[src/rtl/ebps_pkg.sv]
// Constants for the external bus pin select block
// Assumes a single 250 MHz clock and a plain register port
package ebps_pkg;

   // Register map
   localparam logic [7:0] EBPS_WAIT_CTRL_ADDR  = 8'hA7;
   localparam logic [7:0] EBPS_STATUS_ADDR     = 8'hA8;
   localparam logic [7:0] EBPS_WAIT_CTRL_RST   = 8'h00;

   // Wait-state control fields
   localparam int EBPS_RTW_EN_BIT   = 0;
   localparam int EBPS_WCLK_EN_BIT  = 1;

   // Configuration byte field position
   localparam int EBPS_REGION_LSB   = 2;
   localparam int EBPS_REGION_MSB   = 3;

   // Region select encodings
   localparam logic [1:0] EBPS_RGN_18BIT  = 2'h0;
   localparam logic [1:0] EBPS_RGN_17BIT  = 2'h1;
   localparam logic [1:0] EBPS_RGN_16BIT  = 2'h2;
   localparam logic [1:0] EBPS_RGN_SPLIT  = 2'h3;

   // Address split point for split region mode
   localparam logic [23:0] EBPS_DATA_TOP  = 24'h7FFFFF;
   localparam logic [23:0] EBPS_CODE_BASE = 24'h800000;

   // Legacy data window: writes below 64 Kbyte in split mode
   localparam logic [23:0] EBPS_LEGACY_TOP = 24'h00FFFF;

   // Reset filter: 64 oscillator periods at 4 ns
   localparam int EBPS_RST_PERIODS = 64;
   localparam int EBPS_CLK_NS      = 4;
   localparam int EBPS_RST_NS      = EBPS_RST_PERIODS * EBPS_CLK_NS;
   localparam int EBPS_RST_CYCLES  = EBPS_RST_NS / EBPS_CLK_NS;
   localparam logic [6:0] EBPS_RST_CNT_MAX = 7'(EBPS_RST_CYCLES - 1);

   // Bus cycle phase lengths
   localparam logic [1:0] EBPS_ALE_CYCLES  = 2'h1;

   // Bus cycle states
   typedef enum logic [1:0] {
      EBPS_IDLE,
      EBPS_ADDR,
      EBPS_DATA
   } ebps_state_e;

endpackage : ebps_pkg

[src/rtl/ebps_top.sv]
// External bus pin select: maps bus roles onto shared port pins
// Also holds the reset qualifier and the half-rate wait clock
// Assumes a core bus request port and synchronous pins at 250 MHz
//
// Chosen here: the address-and-strobe port.
`timescale 1ns/100ps
`default_nettype none

module ebps_top
   import ebps_pkg::*;
(
   // Clock and reset
   input  wire logic        clk,
   input  wire logic        rst_n,
   // Reset pin, active high
   input  wire logic        rst_pin,
   // Configuration straps
   input  wire logic [7:0]  boot_config_byte_zero,
   input  wire logic        page_mode,
   input  wire logic        ext_code_select_n,
   // Register port
   input  wire logic [7:0]  reg_addr,
   input  wire logic [7:0]  reg_wdata,
   input  wire logic        reg_wr,
   input  wire logic        reg_rd,
   output var  logic [7:0]  reg_rdata,
   // Core bus request
   input  wire logic        bus_req,
   input  wire logic        bus_write,
   input  wire logic        bus_code,
   input  wire logic        bus_code_onchip,
   input  wire logic [23:0] bus_addr,
   input  wire logic [7:0]  bus_wdata,
   output var  logic        bus_done,
   output var  logic [7:0]  bus_rdata,
   output var  logic        fetch_offchip,
   // Port function defaults
   input  wire logic        port1_7_out,
   input  wire logic        port3_7_out,
   input  wire logic        port3_6_out,
   input  wire logic        pca_channel4_io,
   input  wire logic        pca4_use,
   // Memory pins
   output var  logic        addr_latch_strobe,
   output var  logic        program_read_strobe_n,
   output var  logic        pin_p3_6,
   output var  logic        pin_p3_7,
   output var  logic        pin_p1_7,
   output var  logic [7:0]  high_addr_bus_out,
   output var  logic        high_addr_bus_oe_n,
   input  wire logic [7:0]  high_addr_bus_in,
   output var  logic [7:0]  low_addr_data_bus_out,
   output var  logic        low_addr_data_bus_oe_n,
   input  wire logic [7:0]  low_addr_data_bus_in,
   // Wait input on port 1 bit 6
   input  wire logic        wait_in_n
);

   ////////////////////////////////////////////////////////////////////////
   // State

   typedef struct packed {
      ebps_state_e st;
      logic [1:0]  region;
      logic        code_ext_only;
      logic        cfg_done;
      logic [7:0]  wctl;
      logic [7:0]  rdata;
      logic        write;
      logic [23:0] addr;
      logic [7:0]  wdata;
      logic        done;
      logic [7:0]  rdbk;
      logic        fetch_off;
      logic        ale;
      logic        program_read_strobe_n_n;
      logic        p36;
      logic        p37;
      logic        p17;
      logic [7:0]  hi_out;
      logic        hi_oe_n;
      logic [7:0]  lo_out;
      logic        lo_oe_n;
   } ebps_top_s;

   ebps_top_s st_r;
   ebps_top_s st_nxt;

   logic rst_ok;
   logic wclk;
   logic any_rst_n;

   ////////////////////////////////////////////////////////////////////////
   // Submodules

   ebps_reset_filter u_rst (
      .clk     (clk),
      .rst_pin (rst_pin),
      .rst_ok  (rst_ok)
   );

   // Either source holds the whole block in reset
   assign any_rst_n = rst_n & ~rst_ok;

   ebps_wait_clock u_wclk (
      .clk    (clk),
      .rst_n  (any_rst_n),
      .enable (st_r.wctl[EBPS_WCLK_EN_BIT]),
      .wclk   (wclk)
   );

   ////////////////////////////////////////////////////////////////////////
   // Next state

   logic        program_read_strobe_n_ok;
   logic        data_rd_ok;
   logic        wr_ok;
   logic        wait_hold;

   always_comb begin
      st_nxt     = st_r;
      program_read_strobe_n_ok    = 1'b0;
      data_rd_ok = 1'b0;
      wr_ok      = 1'b0;
      wait_hold  = 1'b0;
      // Pulses drop unless set below
      st_nxt.ale  = 1'b0;
      st_nxt.done = 1'b0;

      if (!st_r.cfg_done) begin
         st_nxt.region = boot_config_byte_zero[EBPS_REGION_MSB:
                                               EBPS_REGION_LSB];
         st_nxt.code_ext_only = ~ext_code_select_n;
         st_nxt.cfg_done = 1'b1;
      end

      // Register port
      if (reg_wr && reg_addr == EBPS_WAIT_CTRL_ADDR) begin
         // Only the two enable bits are kept
         st_nxt.wctl = EBPS_WAIT_CTRL_RST;
         st_nxt.wctl[EBPS_WCLK_EN_BIT] = reg_wdata[EBPS_WCLK_EN_BIT];
         st_nxt.wctl[EBPS_RTW_EN_BIT]  = reg_wdata[EBPS_RTW_EN_BIT];
      end
      // Unmapped reads return zero
      st_nxt.rdata = 8'h00;
      if (reg_rd) begin
         unique case (reg_addr)
            EBPS_WAIT_CTRL_ADDR: st_nxt.rdata = st_r.wctl;
            EBPS_STATUS_ADDR:    st_nxt.rdata = {3'h0, st_r.code_ext_only,
                                                 st_r.cfg_done, 1'b0,
                                                 st_r.region};
            default:             st_nxt.rdata = 8'h00;
         endcase
      end

      wait_hold = st_r.wctl[EBPS_RTW_EN_BIT] & ~wait_in_n;

      unique case (st_r.region)
         EBPS_RGN_SPLIT: begin
            // Upper half is program space, lower half data space
            program_read_strobe_n_ok    = ~st_r.write & (st_r.addr >= EBPS_CODE_BASE);
            data_rd_ok = ~st_r.write & (st_r.addr <= EBPS_DATA_TOP);
            // Only the legacy data window takes writes
            wr_ok      = st_r.write & (st_r.addr <= EBPS_LEGACY_TOP);
         end
         EBPS_RGN_18BIT, EBPS_RGN_17BIT, EBPS_RGN_16BIT: begin
            // No data read pin: every read uses the program strobe
            program_read_strobe_n_ok    = ~st_r.write;
            data_rd_ok = 1'b0;
            wr_ok      = st_r.write;
         end
      endcase

      // Bus cycle sequencer
      unique case (st_r.st)
         EBPS_IDLE: begin
            // Buses released between cycles
            st_nxt.program_read_strobe_n_n  = 1'b1;
            st_nxt.lo_oe_n = 1'b1;
            st_nxt.hi_oe_n = 1'b1;
            if (bus_req && st_r.cfg_done) begin
               st_nxt.write = bus_write;
               st_nxt.addr  = bus_addr;
               st_nxt.wdata = bus_wdata;
               st_nxt.fetch_off = ~bus_code | st_r.code_ext_only |
                                  ~bus_code_onchip;
               // On-chip fetch ends without a bus cycle
               if (bus_code && !st_r.code_ext_only && bus_code_onchip) begin
                  st_nxt.done = 1'b1;
               end else begin
                  st_nxt.st = EBPS_ADDR;
                  st_nxt.ale = 1'b1;
                  st_nxt.hi_out  = bus_addr[15:8];
                  st_nxt.lo_out  = bus_addr[7:0];
                  st_nxt.hi_oe_n = 1'b0;
                  st_nxt.lo_oe_n = 1'b0;
               end
            end
         end
         EBPS_ADDR: begin
            st_nxt.st = EBPS_DATA;
            // Data phase: page mode moves data to port 2
            if (page_mode) begin
               // page mode data on high bus
               st_nxt.lo_out  = st_r.addr[7:0];
               st_nxt.hi_out  = st_r.wdata;
               st_nxt.hi_oe_n = ~st_r.write;
            end else begin
               st_nxt.hi_out  = st_r.addr[15:8];
               st_nxt.lo_out  = st_r.wdata;
               st_nxt.lo_oe_n = ~st_r.write;
            end
            // Strobes assert with the first data phase
            st_nxt.program_read_strobe_n_n = ~program_read_strobe_n_ok;
         end
         EBPS_DATA: begin
            // Wait input stretches the data phase
            if (!wait_hold) begin
               st_nxt.st     = EBPS_IDLE;
               st_nxt.done   = 1'b1;
               st_nxt.rdbk   = page_mode ? high_addr_bus_in
                                         : low_addr_data_bus_in;
               st_nxt.program_read_strobe_n_n = 1'b1;
               // Release the buses once the cycle is over
               st_nxt.hi_oe_n = 1'b1;
               st_nxt.lo_oe_n = 1'b1;
            end
         end
         default: st_nxt.st = EBPS_IDLE;
      endcase


      // Shared pin muxing
      // Address pins follow the next address: valid with the latch strobe
      st_nxt.p36 = port3_6_out;
      st_nxt.p37 = port3_7_out;
      st_nxt.p17 = st_r.wctl[EBPS_WCLK_EN_BIT] ? wclk :
                   (pca4_use ? pca_channel4_io : port1_7_out);
      unique case (st_r.region)
         EBPS_RGN_18BIT: begin
            st_nxt.p17 = st_nxt.addr[17];
            st_nxt.p37 = st_nxt.addr[16];
         end
         EBPS_RGN_17BIT: begin
            // bit 16 only
            // Pin 1.7 keeps its port, PCA or wait clock use
            st_nxt.p37 = st_nxt.addr[16];
         end
         EBPS_RGN_16BIT: begin
            // port 3 bit 7 free
            // Pin 1.7 keeps its port, PCA or wait clock use
            st_nxt.p37 = port3_7_out;
         end
         EBPS_RGN_SPLIT: begin
            // Data read strobe on port 3 bit 7
            st_nxt.p37 = ~(data_rd_ok && st_nxt.st == EBPS_DATA);
         end
      endcase

      // Strobes stand while the next state is a data phase,
      // so wait states hold them steady for the memory
      if (st_nxt.st == EBPS_DATA && st_r.write) begin
         st_nxt.p36 = ~wr_ok;
      end else if (st_r.st != EBPS_IDLE) begin
         st_nxt.p36 = 1'b1;
      end
   end

   ////////////////////////////////////////////////////////////////////////
   // Registers

   always_ff @(posedge clk) begin
      if (!any_rst_n) begin
         st_r <= '{
            st:            EBPS_IDLE,
            region:        EBPS_RGN_18BIT,
            code_ext_only: 1'b0,
            cfg_done:      1'b0,
            wctl:          EBPS_WAIT_CTRL_RST,
            rdata:         8'h00,
            write:         1'b0,
            addr:          24'h000000,
            wdata:         8'h00,
            done:          1'b0,
            rdbk:          8'h00,
            fetch_off:     1'b0,
            ale:           1'b0,
            program_read_strobe_n_n:        1'b1,
            p36:           1'b1,
            p37:           1'b1,
            p17:           1'b1,
            hi_out:        8'hFF,
            hi_oe_n:       1'b1,
            lo_out:        8'hFF,
            lo_oe_n:       1'b1
         };
      end else begin
         st_r <= st_nxt;
      end
   end

   ////////////////////////////////////////////////////////////////////////
   // Outputs

   assign reg_rdata              = st_r.rdata;
   assign bus_done               = st_r.done;
   assign bus_rdata              = st_r.rdbk;
   assign fetch_offchip          = st_r.fetch_off;
   assign addr_latch_strobe      = st_r.ale;
   assign program_read_strobe_n  = st_r.program_read_strobe_n_n;
   assign pin_p3_6               = st_r.p36;
   assign pin_p3_7               = st_r.p37;
   assign pin_p1_7               = st_r.p17;
   assign high_addr_bus_out      = st_r.hi_out;
   assign high_addr_bus_oe_n     = st_r.hi_oe_n;
   assign low_addr_data_bus_out  = st_r.lo_out;
   assign low_addr_data_bus_oe_n = st_r.lo_oe_n;

endmodule : ebps_top

`default_nettype wire

[src/rtl/ebps_reset_filter.sv]
// Reset qualifier: internal reset after reset pin held long enough
// Assumes the reset pin is synchronous to clk
`timescale 1ns/100ps
`default_nettype none

module ebps_reset_filter
   import ebps_pkg::*;
(
   // Clock and pin
   input  wire logic clk,
   input  wire logic rst_pin,
   // Qualified reset
   output var  logic rst_ok
);

   typedef struct packed {
      logic [6:0] cnt;
      logic       ok;
   } ebps_rf_s;

   ebps_rf_s st_r;
   ebps_rf_s st_nxt;

   always_comb begin
      st_nxt = st_r;
      if (!rst_pin) begin
         st_nxt.cnt = 7'h00;
         st_nxt.ok  = 1'b0;
      end else if (st_r.cnt == EBPS_RST_CNT_MAX) begin
         st_nxt.ok  = 1'b1;
      end else begin
         st_nxt.cnt = st_r.cnt + 7'h01;
      end
   end

   always_ff @(posedge clk) begin
      st_r <= st_nxt;
   end

   assign rst_ok = st_r.ok;

endmodule : ebps_reset_filter

`default_nettype wire

[src/rtl/ebps_wait_clock.sv]
// Half-rate square wave generator for the wait clock
// Assumes a synchronous active-low reset
`timescale 1ns/100ps
`default_nettype none

module ebps_wait_clock (
   // Clock and reset
   input  wire logic clk,
   input  wire logic rst_n,
   // Control
   input  wire logic enable,
   // Square wave
   output var  logic wclk
);

   typedef struct packed {
      logic ph;
   } ebps_wc_s;

   ebps_wc_s st_r;
   ebps_wc_s st_nxt;

   always_comb begin
      st_nxt = st_r;
      if (enable) begin
         st_nxt.ph = ~st_r.ph;
      end else begin
         st_nxt.ph = 1'b0;
      end
   end

   always_ff @(posedge clk) begin
      if (!rst_n) begin
         st_r <= '0;
      end else begin
         st_r <= st_nxt;
      end
   end

   assign wclk = st_r.ph;

endmodule : ebps_wait_clock

`default_nettype wire

[config.mk]
export PLATFORM = sky130hd
export DESIGN_NAME = ebps_top
export DESIGN_NICKNAME = d
export VERILOG_FILES = /design/src/rtl/ebps_pkg.sv /design/src/rtl/ebps_top.sv /design/src/rtl/ebps_reset_filter.sv /design/src/rtl/ebps_wait_clock.sv
export SDC_FILE = /design/constraint.sdc
export NUM_CORES = 1
export LEC_CHECK = 0
export BUFFER_PORTS_ARGS = -buffer_cell sky130_fd_sc_hd__clkbuf_2
export CAP_MARGIN = 20
export CELL_PAD_IN_SITES_DETAIL_PLACEMENT = 1
export CELL_PAD_IN_SITES_GLOBAL_PLACEMENT = 1
export CORE_UTILIZATION = 38
export CTS_CLUSTER_SIZE = 20
export DETAILED_ROUTE_END_ITERATION = 10
export HOLD_SLACK_MARGIN = 0.02
export PLACE_DENSITY_LB_ADDON = 0.1
export SLEW_MARGIN = 15
export SYNTH_ARGS = -nofsm -noshare
export SYNTH_HDL_FRONTEND = slang
export SYNTH_HIERARCHICAL = 1
export SYNTH_SLANG_ARGS = --single-unit
[constraint.sdc]
create_clock -name clk -period 1.95 [get_ports clk]
set_input_delay 0.4875 -clock clk [delete_from_list [all_inputs] [get_ports clk]]
set_output_delay 0.4875 -clock clk [all_outputs]
set_load 0.01 [all_outputs]
# == After elaboration in Yosys (flattened, before gate mapping) ==
# Index checks and enable logic that the tools add are counted.
# totals
ff_bits,91
in_bits,89
out_inout_bits,41
word_cells,117
# op_classes
addsub,1
n_lt_le_gt_ge,3
n_eq_ne,14
n_mux,33
bitwise_logic,18
reduce_logical,23
# op_table
op,count
18-bit two-way mux,2
8-bit one-hot mux with 2 select lines,2
27-bit two-way mux,1
26-bit two-way mux,1
24-bit >= comparator (second input constant),1
24-bit by 16-bit <= comparator with 1-bit output (second input constant),1
24-bit by 23-bit <= comparator with 1-bit output (second input constant),1
8-bit two-way mux,3
8-bit equality test (second input constant),2
1-bit one-hot mux with 3 select lines,4
3-bit AND reduction,4
1-bit NOT,11
1-bit two-way mux,10
2-bit != test (second input constant),5
5-bit one-hot mux with 2 select lines,1
2-bit AND reduction,5
9-bit two-way mux,1
2-bit equality test (second input constant),4
1-bit one-hot mux with 2 select lines,4
7-bit by 1-bit adder with 7-bit output (second input constant),1
7-bit by 6-bit equality test with 1-bit output (second input constant),1
1-bit logical AND,6
2-bit two-way mux,3
2-bit one-hot mux with 3 select lines,1
other kinds (9),17

# == Logic depth before layout (Yosys ltp) ==
# Gate-level depths: netlist of run 1.
# logic_depth
ltp_word,10
depth_mapped,9
depth_no_buf,6

# == Cells and area by module ==
# Netlist of run 1, hierarchy kept.
# modules_own_cells
module,n_inst,cells_each,area_per_inst_um2,seq_area_each_um2
ebps_top,1,419,3772.4,1561.5
ebps_reset_filter,1,35,344.1,160.2
ebps_wait_clock,1,2,28.8,20.0

# == Least setup slack after synthesis of run 1 ==
# OpenSTA, ideal clock, no wires.
# synth_timing
path_kind,reg2reg
startpoint,reg st_r[86] (netlist bit)
endpoint,"reg st_r, in the netlist high_addr_bus_out[7]"
setup_time_ns,0.067
arrival_time_ns,1.586
required_time_ns,1.883
path_slack_ns,0.297
stages_incl_launch_ff,10
path_buffers,3
synth_period_minus_slack_ns,1.653
path_cell_list,dfxtp_1 -> inv_1 -> ha_1 -> buf_6 -> and3_4 -> buf_6 -> a2bb2oi_4 -> buf_6 -> a221oi_2 -> o21ai_2
# synth_via
elab_chain_len,3
elab_cells_between_ends,7
classes_between,eq/ne (3); mux (1); reduce/logical (3)
# synth_rtl
element,line_no,rtl
from (decl),ebps_top.sv:86,ebps_top_s st_r;
from (signal assigned),ebps_top.sv:274,st_r <= '{
from (signal assigned),ebps_top.sv:298,st_r <= st_nxt;
2-bit by 1-bit equality test with 1-bit output / 2-bit zero test (equally long branches),ebps_top.sv:175,unique case (st_r.st)
2-bit nonzero test (no line) / 2-bit != test (equally long branches),n/a,
3-bit AND reduction (no line),n/a,
# Several ways; a longest one is shown, not always the timed one.
# A chain may end at the register's enable or synchronous reset.

# == Final worst setup path of run 1 ==
# layout_timing
startpoint,reg st_r[86] (netlist bit)
endpoint,"reg st_r, in the netlist pin_p3_7"
# layout_via
elab_chain_len,7
elab_cells_between_ends,12
classes_between,eq/ne (3); mux (6); bitwise (1); reduce/logical (2)
# layout_rtl
element,line_no,rtl
2-bit two-way mux,ebps_top.sv:188,if (bus_code && !st_r.code_ext_only && bus_code_onchip) begin
2-bit two-way mux,ebps_top.sv:181,if (bus_req && st_r.cfg_done) begin
2-bit one-hot mux with 3 select lines,ebps_top.sv:175,
2-bit equality test,ebps_top.sv:256,st_nxt.p37 = ~(data_rd_ok && st_nxt.st == EBPS_DATA);
1-bit logical AND,ebps_top.sv:256,
1-bit NOT,ebps_top.sv:256,
1-bit one-hot mux with 3 select lines *,ebps_top.sv:239,unique case (st_r.region)
# Mark *: on every way between the ends. The rest lies on a longest branch, timed or not.

==> results of run 1 <==
## final timing paths
path | from | to | slack [ns] | cells past startpoint
setup / recovery | st_r[86]$_SDFF_PN0_ | pin_p3_7$_SDFF_PN1_ | 0.15 | 7
hold reg to reg | u_rst/st_r[7]$_SDFFE_PN0P_ | u_rst/st_r[7]$_SDFFE_PN0P_ | 0.46 | 2
hold / removal | bus_wdata[2] | st_r[35]$_SDFFE_PN0P_ | 0.36 | 3
setup reg to reg | st_r[86]$_SDFF_PN0_ | pin_p3_7$_SDFF_PN1_ | 0.15 | 7
## kinds of logic after synthesis
| logic type | after synthesis | synth area share (%) |
|---|---|---|
| and+or+nand+nor | 152 | 17.1 |
| DFF | 87 | 42.0 |
| other | 1 | 0.0905 |
| adders and majority gates | 6 | 1.81 |
| muxes | 34 | 8.69 |
| buffers and inverters | 68 | 10.6 |
| AOI/OAI and AO/OA | 108 | 19.7 |
## cell type report
type / count / area (um2) / share of cell area, %
Clock inverter: 5 / 104 / 2.09
Multi-Input combinational cell: 304 / 2000 / 40.3
Clock buffer: 11 / 151 / 3.05
Inverter: 8 / 30.0 / 0.605
Tap cell: 136 / 170 / 3.43
Sequential cell: 87 / 1740 / 35.1
Timing Repair Buffer: 134 / 764 / 15.4
## power breakdown
group	total [mW]	internal (mW)	switching [mW]
clock	1.57	0.922	0.649
sequential	1.95	1.89	0.0685
combinational	0.716	0.321	0.395
## layer usage
layer	vias to the layer above	share of wire [%]	track usage, %
met5	-	0	0
met4	0	1.1	7.05
met3	9	3.5	3.07
met2	78	48	35.1
met1	1694	47	25.1
li1	1730	-	-
## critical path: cells and delay by family (launching register included)
family	cells	cell delay, ns
buf+inv	2	0.23
compound gates	3	0.55
flops	1	0.33
simple gates	1	0.33
fa+ha+maj	1	0.24
## state kept, by name, summed over array words and instances, names as in the netlist, 4 cells and up
name,flops
u_rst/st_r,7
high_addr_bus_out,8
st_r,41
reg_rdata,4
bus_rdata,8
low_addr_data_bus_out,8
## cells in the mapped netlist, drive strengths merged, types with 4 or more instances
master | instances | area share, %
nor2 | 37 | 3.4
a21oi | 40 | 4.8
a211oi | 12 | 2.3
nand2b | 4 | 0.60
mux2 | 16 | 4.3
dfxtp | 87 | 42
mux2i | 18 | 4.3
ha | 6 | 1.8
buf | 49 | 8.9
nand3 | 4 | 0.72
nand2 | 79 | 7.2
o21ai | 22 | 3.3
a221oi | 16 | 4.9
inv | 8 | 0.72
nor3 | 4 | 0.75
clkbuf | 11 | 1.0
## repair_timing
action,4_1_cts,5_1_grt
setup endpoints to repair,17,44
gates resized for setup,2,7
buffers inserted,2,2
pin swaps,1,1
## placed cells by master (no fill, tap or decap), types with 11 or more instances in the layout
cell and count:
sky130_fd_sc_hd__nor2_1 37, sky130_fd_sc_hd__dfxtp_1 87, sky130_fd_sc_hd__mux2_2 16, sky130_fd_sc_hd__o21ai_0 12, sky130_fd_sc_hd__clkbuf_2 113, sky130_fd_sc_hd__clkbuf_8 11, sky130_fd_sc_hd__buf_4 17, sky130_fd_sc_hd__a21oi_1 40
sky130_fd_sc_hd__nand2_1 79, sky130_fd_sc_hd__mux2i_1 18
==> qor.csv, run 1 <==
metric,value,unit
min-delay worst type,input port to flip-flop,
number of nets in the layout,639,
core footprint,10500,um2
mapped cell area,4150,um2
number of buffers inserted by hold repair at cts,0,
Cell Count Post-Placement,665,
type of element launching the critical path,flip-flop,
first-pass detailed-route iteration total,4,
worst rel slew slack,64.3,%
total via count in the routed design,3511,
initial DRC count,154,
final-layout fill cell count,1279,
remaining antenna violation count,0,
crit share post-route,92.4,%
number of clock buffers inserted by TritonCTS,9,
max-slew violation total from the final report,0,
Slowest cell on crit path,sky130_fd_sc_hd__dfxtp_1,
final worst hold slack,0.358,ns
Die Y-Extent,106,um
Syn. warnings,6,
starting utilization of the core area,39.6,%
portion of the post-synthesis area used by sequential elements,42.0,%
commonest register cell after synthesis,sky130_fd_sc_hd__dfxtp_1,
area post-placement,4620,um2
total of buffers placed on input and output ports,113,
Post-Route Setup TNS,0,ns
Final GP Congestion,0.777,
PnR worst setup slack,0.149,ns
post-route non-filler standard cell count,685,
Setup Slack @ Placement,-0.149,ns
setup skew after layout,0.00715,ns
clock-pin slew on the worst setup and hold paths,0.09,ns
Vias/cell,5.13,
area growth from synthesis to layout,19.7,%
std cell rows,37,
clock tree from TritonCTS,built,
register bit total from synthesis,87,
Max Fclk,0.555,GHz
transition at the pin with the smallest max-transition slack,0.531,ns
fraction of final layout cells sized beyond drive strength 1,36.4,%
DP HPWL,7.70,mm
Crit Path Max Fanout,5,
setup repair after global routing missed its margin,true,
Critical Path End Type,flip-flop,
maximum number of pins on one net before global-route repair,37,
fin crit period,1.80,ns
total leakage power,2.11,nW
Max Cap Viol,0,
first-pass GRT wire length,17.8,mm
hold violation count in the final report,0,
async set-reset flop share out of synthesis,0,%
data arrival time of the critical path,2.02,ns
number of antenna violations at the first check in global routing,0,
Root Buffer,sky130_fd_sc_hd__clkbuf_8,
# DRC,0,
required arrival time at the worst endpoint,2.16,ns
final core utilization,47.4,%
post-route cell area,4960,um2
overall overflow remaining after global route,0,
number of synthesized flops with an enable pin,0,
H-tree levels,3,
maximum VDD drop,0.417,mV
ratio of total power to cell area,855,nW/um2
Yosys cell types,52,
global router's overall resource usage,20.1,%
setup violation total in the final timing report,0,
Clock Path Buffers,2,
gate count after technology mapping,456,
status,"finished, final reports clean",
Total Wirelength,10.9,mm
worst setup path category,flip-flop to flip-flop,
Routed wire per std cell,15.9,um
Design Power,4.24,mW
clock sink count,87,
horizontal die dimension,106,um
Die Footprint,11300,um2
antenna fix cells,0,
clock insertion delay at the later pin of the skew report,0.35,ns
via count of the first global-routing pass,3614,
I/O pin total,130,
average instance area after synthesis,9.09,um2
Worst path max stage delay,0.33,ns
worst path cell trace,buf_4 > inv_1 > ha_1 > and3b_1 > a2bb2oi_2 > a211oi_2 > o221ai_1,
No activity file was read; power rests on OpenSTA's default activity.
==> inputs of run 2 (changes only) <==
Settings changed: CORE_ASPECT_RATIO from default to 0.8.
==> qor.csv, run 2 (synthesized netlist as in run 1, its figures left out) <==
metric,value,unit,change
clock-pin slew on the worst setup and hold paths,0.07,ns,-0.02 ns
first-pass detailed-route iteration total,4,,unchanged
antenna fix cells,0,,unchanged
top cell family by delay on the critical path,compound AO/OA/AOI/OAI gates,,
fraction of final layout cells sized beyond drive strength 1,34.8,%,-1.6 points
setup violation total in the final timing report,0,,unchanged
Clock Path Buffers,2,,unchanged
# DRC,0,,unchanged
number of buffers inserted by hold repair at cts,0,,unchanged
maximum VDD drop,0.600,mV,+44%
ratio of total power to cell area,886,nW/um2,+3.7%
clock tree from TritonCTS,built,,
core footprint,10400,um2,-0.15%
data arrival time of the critical path,2.03,ns,about the same
worst setup path category,flip-flop to flip-flop,,
global router's overall resource usage,19.7,%,-0.46 points
Vias/cell,5.03,,-1.8%
crit share post-route,93.3,%,+0.96 points
most flop-heavy register,st_r,,
Cell Count Post-Placement,669,,+0.60%
number of antenna violations at the first check in global routing,0,,unchanged
max-slew violation total from the final report,0,,unchanged
Die Footprint,11300,um2,about the same
type of element launching the critical path,flip-flop,,
transition at the pin with the smallest max-transition slack,0.610,ns,+0.0791 ns
"commonest cells after routing, fill and taps aside","sky130_fd_sc_hd__clkbuf_2 (113), sky130_fd_sc_hd__dfxtp_1 (87), sky130_fd_sc_hd__nand2_1 (79), sky130_fd_sc_hd__a21oi_1 (40), sky130_fd_sc_hd__nor2_1 (37)",,
"most common cell after layout, fill and taps aside",sky130_fd_sc_hd__clkbuf_2,,
Final GP Congestion,0.816,,+4.9%
number of nets in the layout,636,,-0.47%
Slowest cell on crit path,sky130_fd_sc_hd__dfxtp_1,,
fin crit period,1.82,ns,+0.0187 ns
DP HPWL,7.53,mm,-2.1%
std cell rows,33,,-11%
required arrival time at the worst endpoint,2.16,ns,about the same
clock insertion delay at the later pin of the skew report,0.34,ns,about the same
Worst path max stage delay,0.44,ns,+0.11 ns
horizontal die dimension,119,um,+12%
initial DRC count,112,,-27%
post-route non-filler standard cell count,686,,+0.15%
area post-placement,4620,um2,-0.16%
final core utilization,47.2,%,-0.20 points
number of clock buffers inserted by TritonCTS,9,,unchanged
Crit Path Max Fanout,6,,+1
H-tree levels,3,,unchanged
clock sink count,87,,unchanged
starting utilization of the core area,39.7,%,+0.062 points
final worst hold slack,0.365,ns,+0.00719 ns
total via count in the routed design,3452,,-1.7%
Routed wire per std cell,15.5,um,-2.3%
sum of buffers and inverters on the critical path,2,,unchanged
area growth from synthesis to layout,19.0,%,
post-route cell area,4930,um2,-0.58%
total of buffers placed on input and output ports,113,,unchanged
Critical Path End Type,flip-flop,,
setup skew after layout,0.00940,ns,+0.00225 ns
worst path cell trace,inv_1 > ha_1 > buf_4 > nand2_1 > o211ai_1 > a211oi_1 > o221ai_1,,
Total Wirelength,10.6,mm,-2.1%
max FFs per register,41,,unchanged
status,"finished, final reports clean",,
Root Buffer,sky130_fd_sc_hd__clkbuf_16,,
via count of the first global-routing pass,3482,,-3.7%
setup repair after global routing missed its margin,false,,
Die Y-Extent,95.4,um,-10%
overall overflow remaining after global route,0,,unchanged
remaining antenna violation count,0,,unchanged
min-delay worst type,input port to flip-flop,,
total leakage power,2.10,nW,-0.71%
worst rel slew slack,59.0,%,-5.3 points
first-pass GRT wire length,17.4,mm,-2.5%
Max Cap Viol,0,,unchanged
I/O pin total,130,,unchanged
maximum number of pins on one net before global-route repair,54,,+46%
Max Fclk,0.550,GHz,-1.0%
hold violation count in the final report,0,,unchanged
final-layout fill cell count,1243,,-2.8%
-- run 2: layout make-up --
class / count / area [um2] / share of cell area, %
multi-input cells: 304 / 1980 / 40.1
flip-flops and latches: 87 / 1740 / 35.3
repair buffers: 131 / 717 / 14.5
clock buffers: 13 / 250 / 5.07
well taps: 140 / 175 / 3.55
clock inverters: 3 / 42.5 / 0.862
inverters: 8 / 30.0 / 0.609
-- run 2: worst min-delay path, stage by stage --
cell                       delay (ns)
sky130_fd_sc_hd__clkbuf_2        0.08
sky130_fd_sc_hd__nand2_1         0.05
sky130_fd_sc_hd__a21oi_1         0.05
-- run 2: per-layer routing --
layer,up-vias,wire length [um],GRT usage [%]
met1,1639,5150,25.6
met2,74,4840,31.8
met5,-,0,0
met3,13,473,5.08
met4,0,166,6.65
li1,1726,-,-
-- run 2: repair_timing --
item | CTS | global route
setup buffers | 1 | 0
gates resized for setup | 0 | 1
endpoints found under the setup margin | 6 | 1
pin swaps | 1 | 0
-- run 2: path summary, 6_finish.rpt --
| check | endpoint | slack, ns | cells past startpoint | from |
|---|---|---|---|---|
| max | pin_p3_7$_SDFF_PN1_ | 0.13 | 7 | st_r[86]$_SDFF_PN0_ |
| min | st_r[39]$_SDFFE_PN0P_ | 0.37 | 3 | bus_wdata[6] |
| max reg2reg | pin_p3_7$_SDFF_PN1_ | 0.13 | 7 | st_r[86]$_SDFF_PN0_ |
| min reg2reg | st_r[41]$_SDFFE_PN0P_ | 0.45 | 2 | st_r[41]$_SDFFE_PN0P_ |
-- run 2: through the flow --
stage / total power [mW] / TNS [ns] / setup WS (ns)
5_1_grt: 4.59 / 0 / 0.0257
3_3_place_gp: 2.66 / -0.362 / -0.0659
6_report: 4.37 / 0 / 0.130
2_1_floorplan: 2.48 / 0 / 0.297
3_5_place_dp: 2.68 / -0.924 / -0.122
4_1_cts: 4.43 / 0 / 0.0759
-- run 2: where the power goes --
part | internal [mW] | total (mW) | switching [mW]
combinational | 0.303 | 0.686 | 0.383
clock | 1.03 | 1.73 | 0.701
sequential | 1.89 | 1.96 | 0.0684
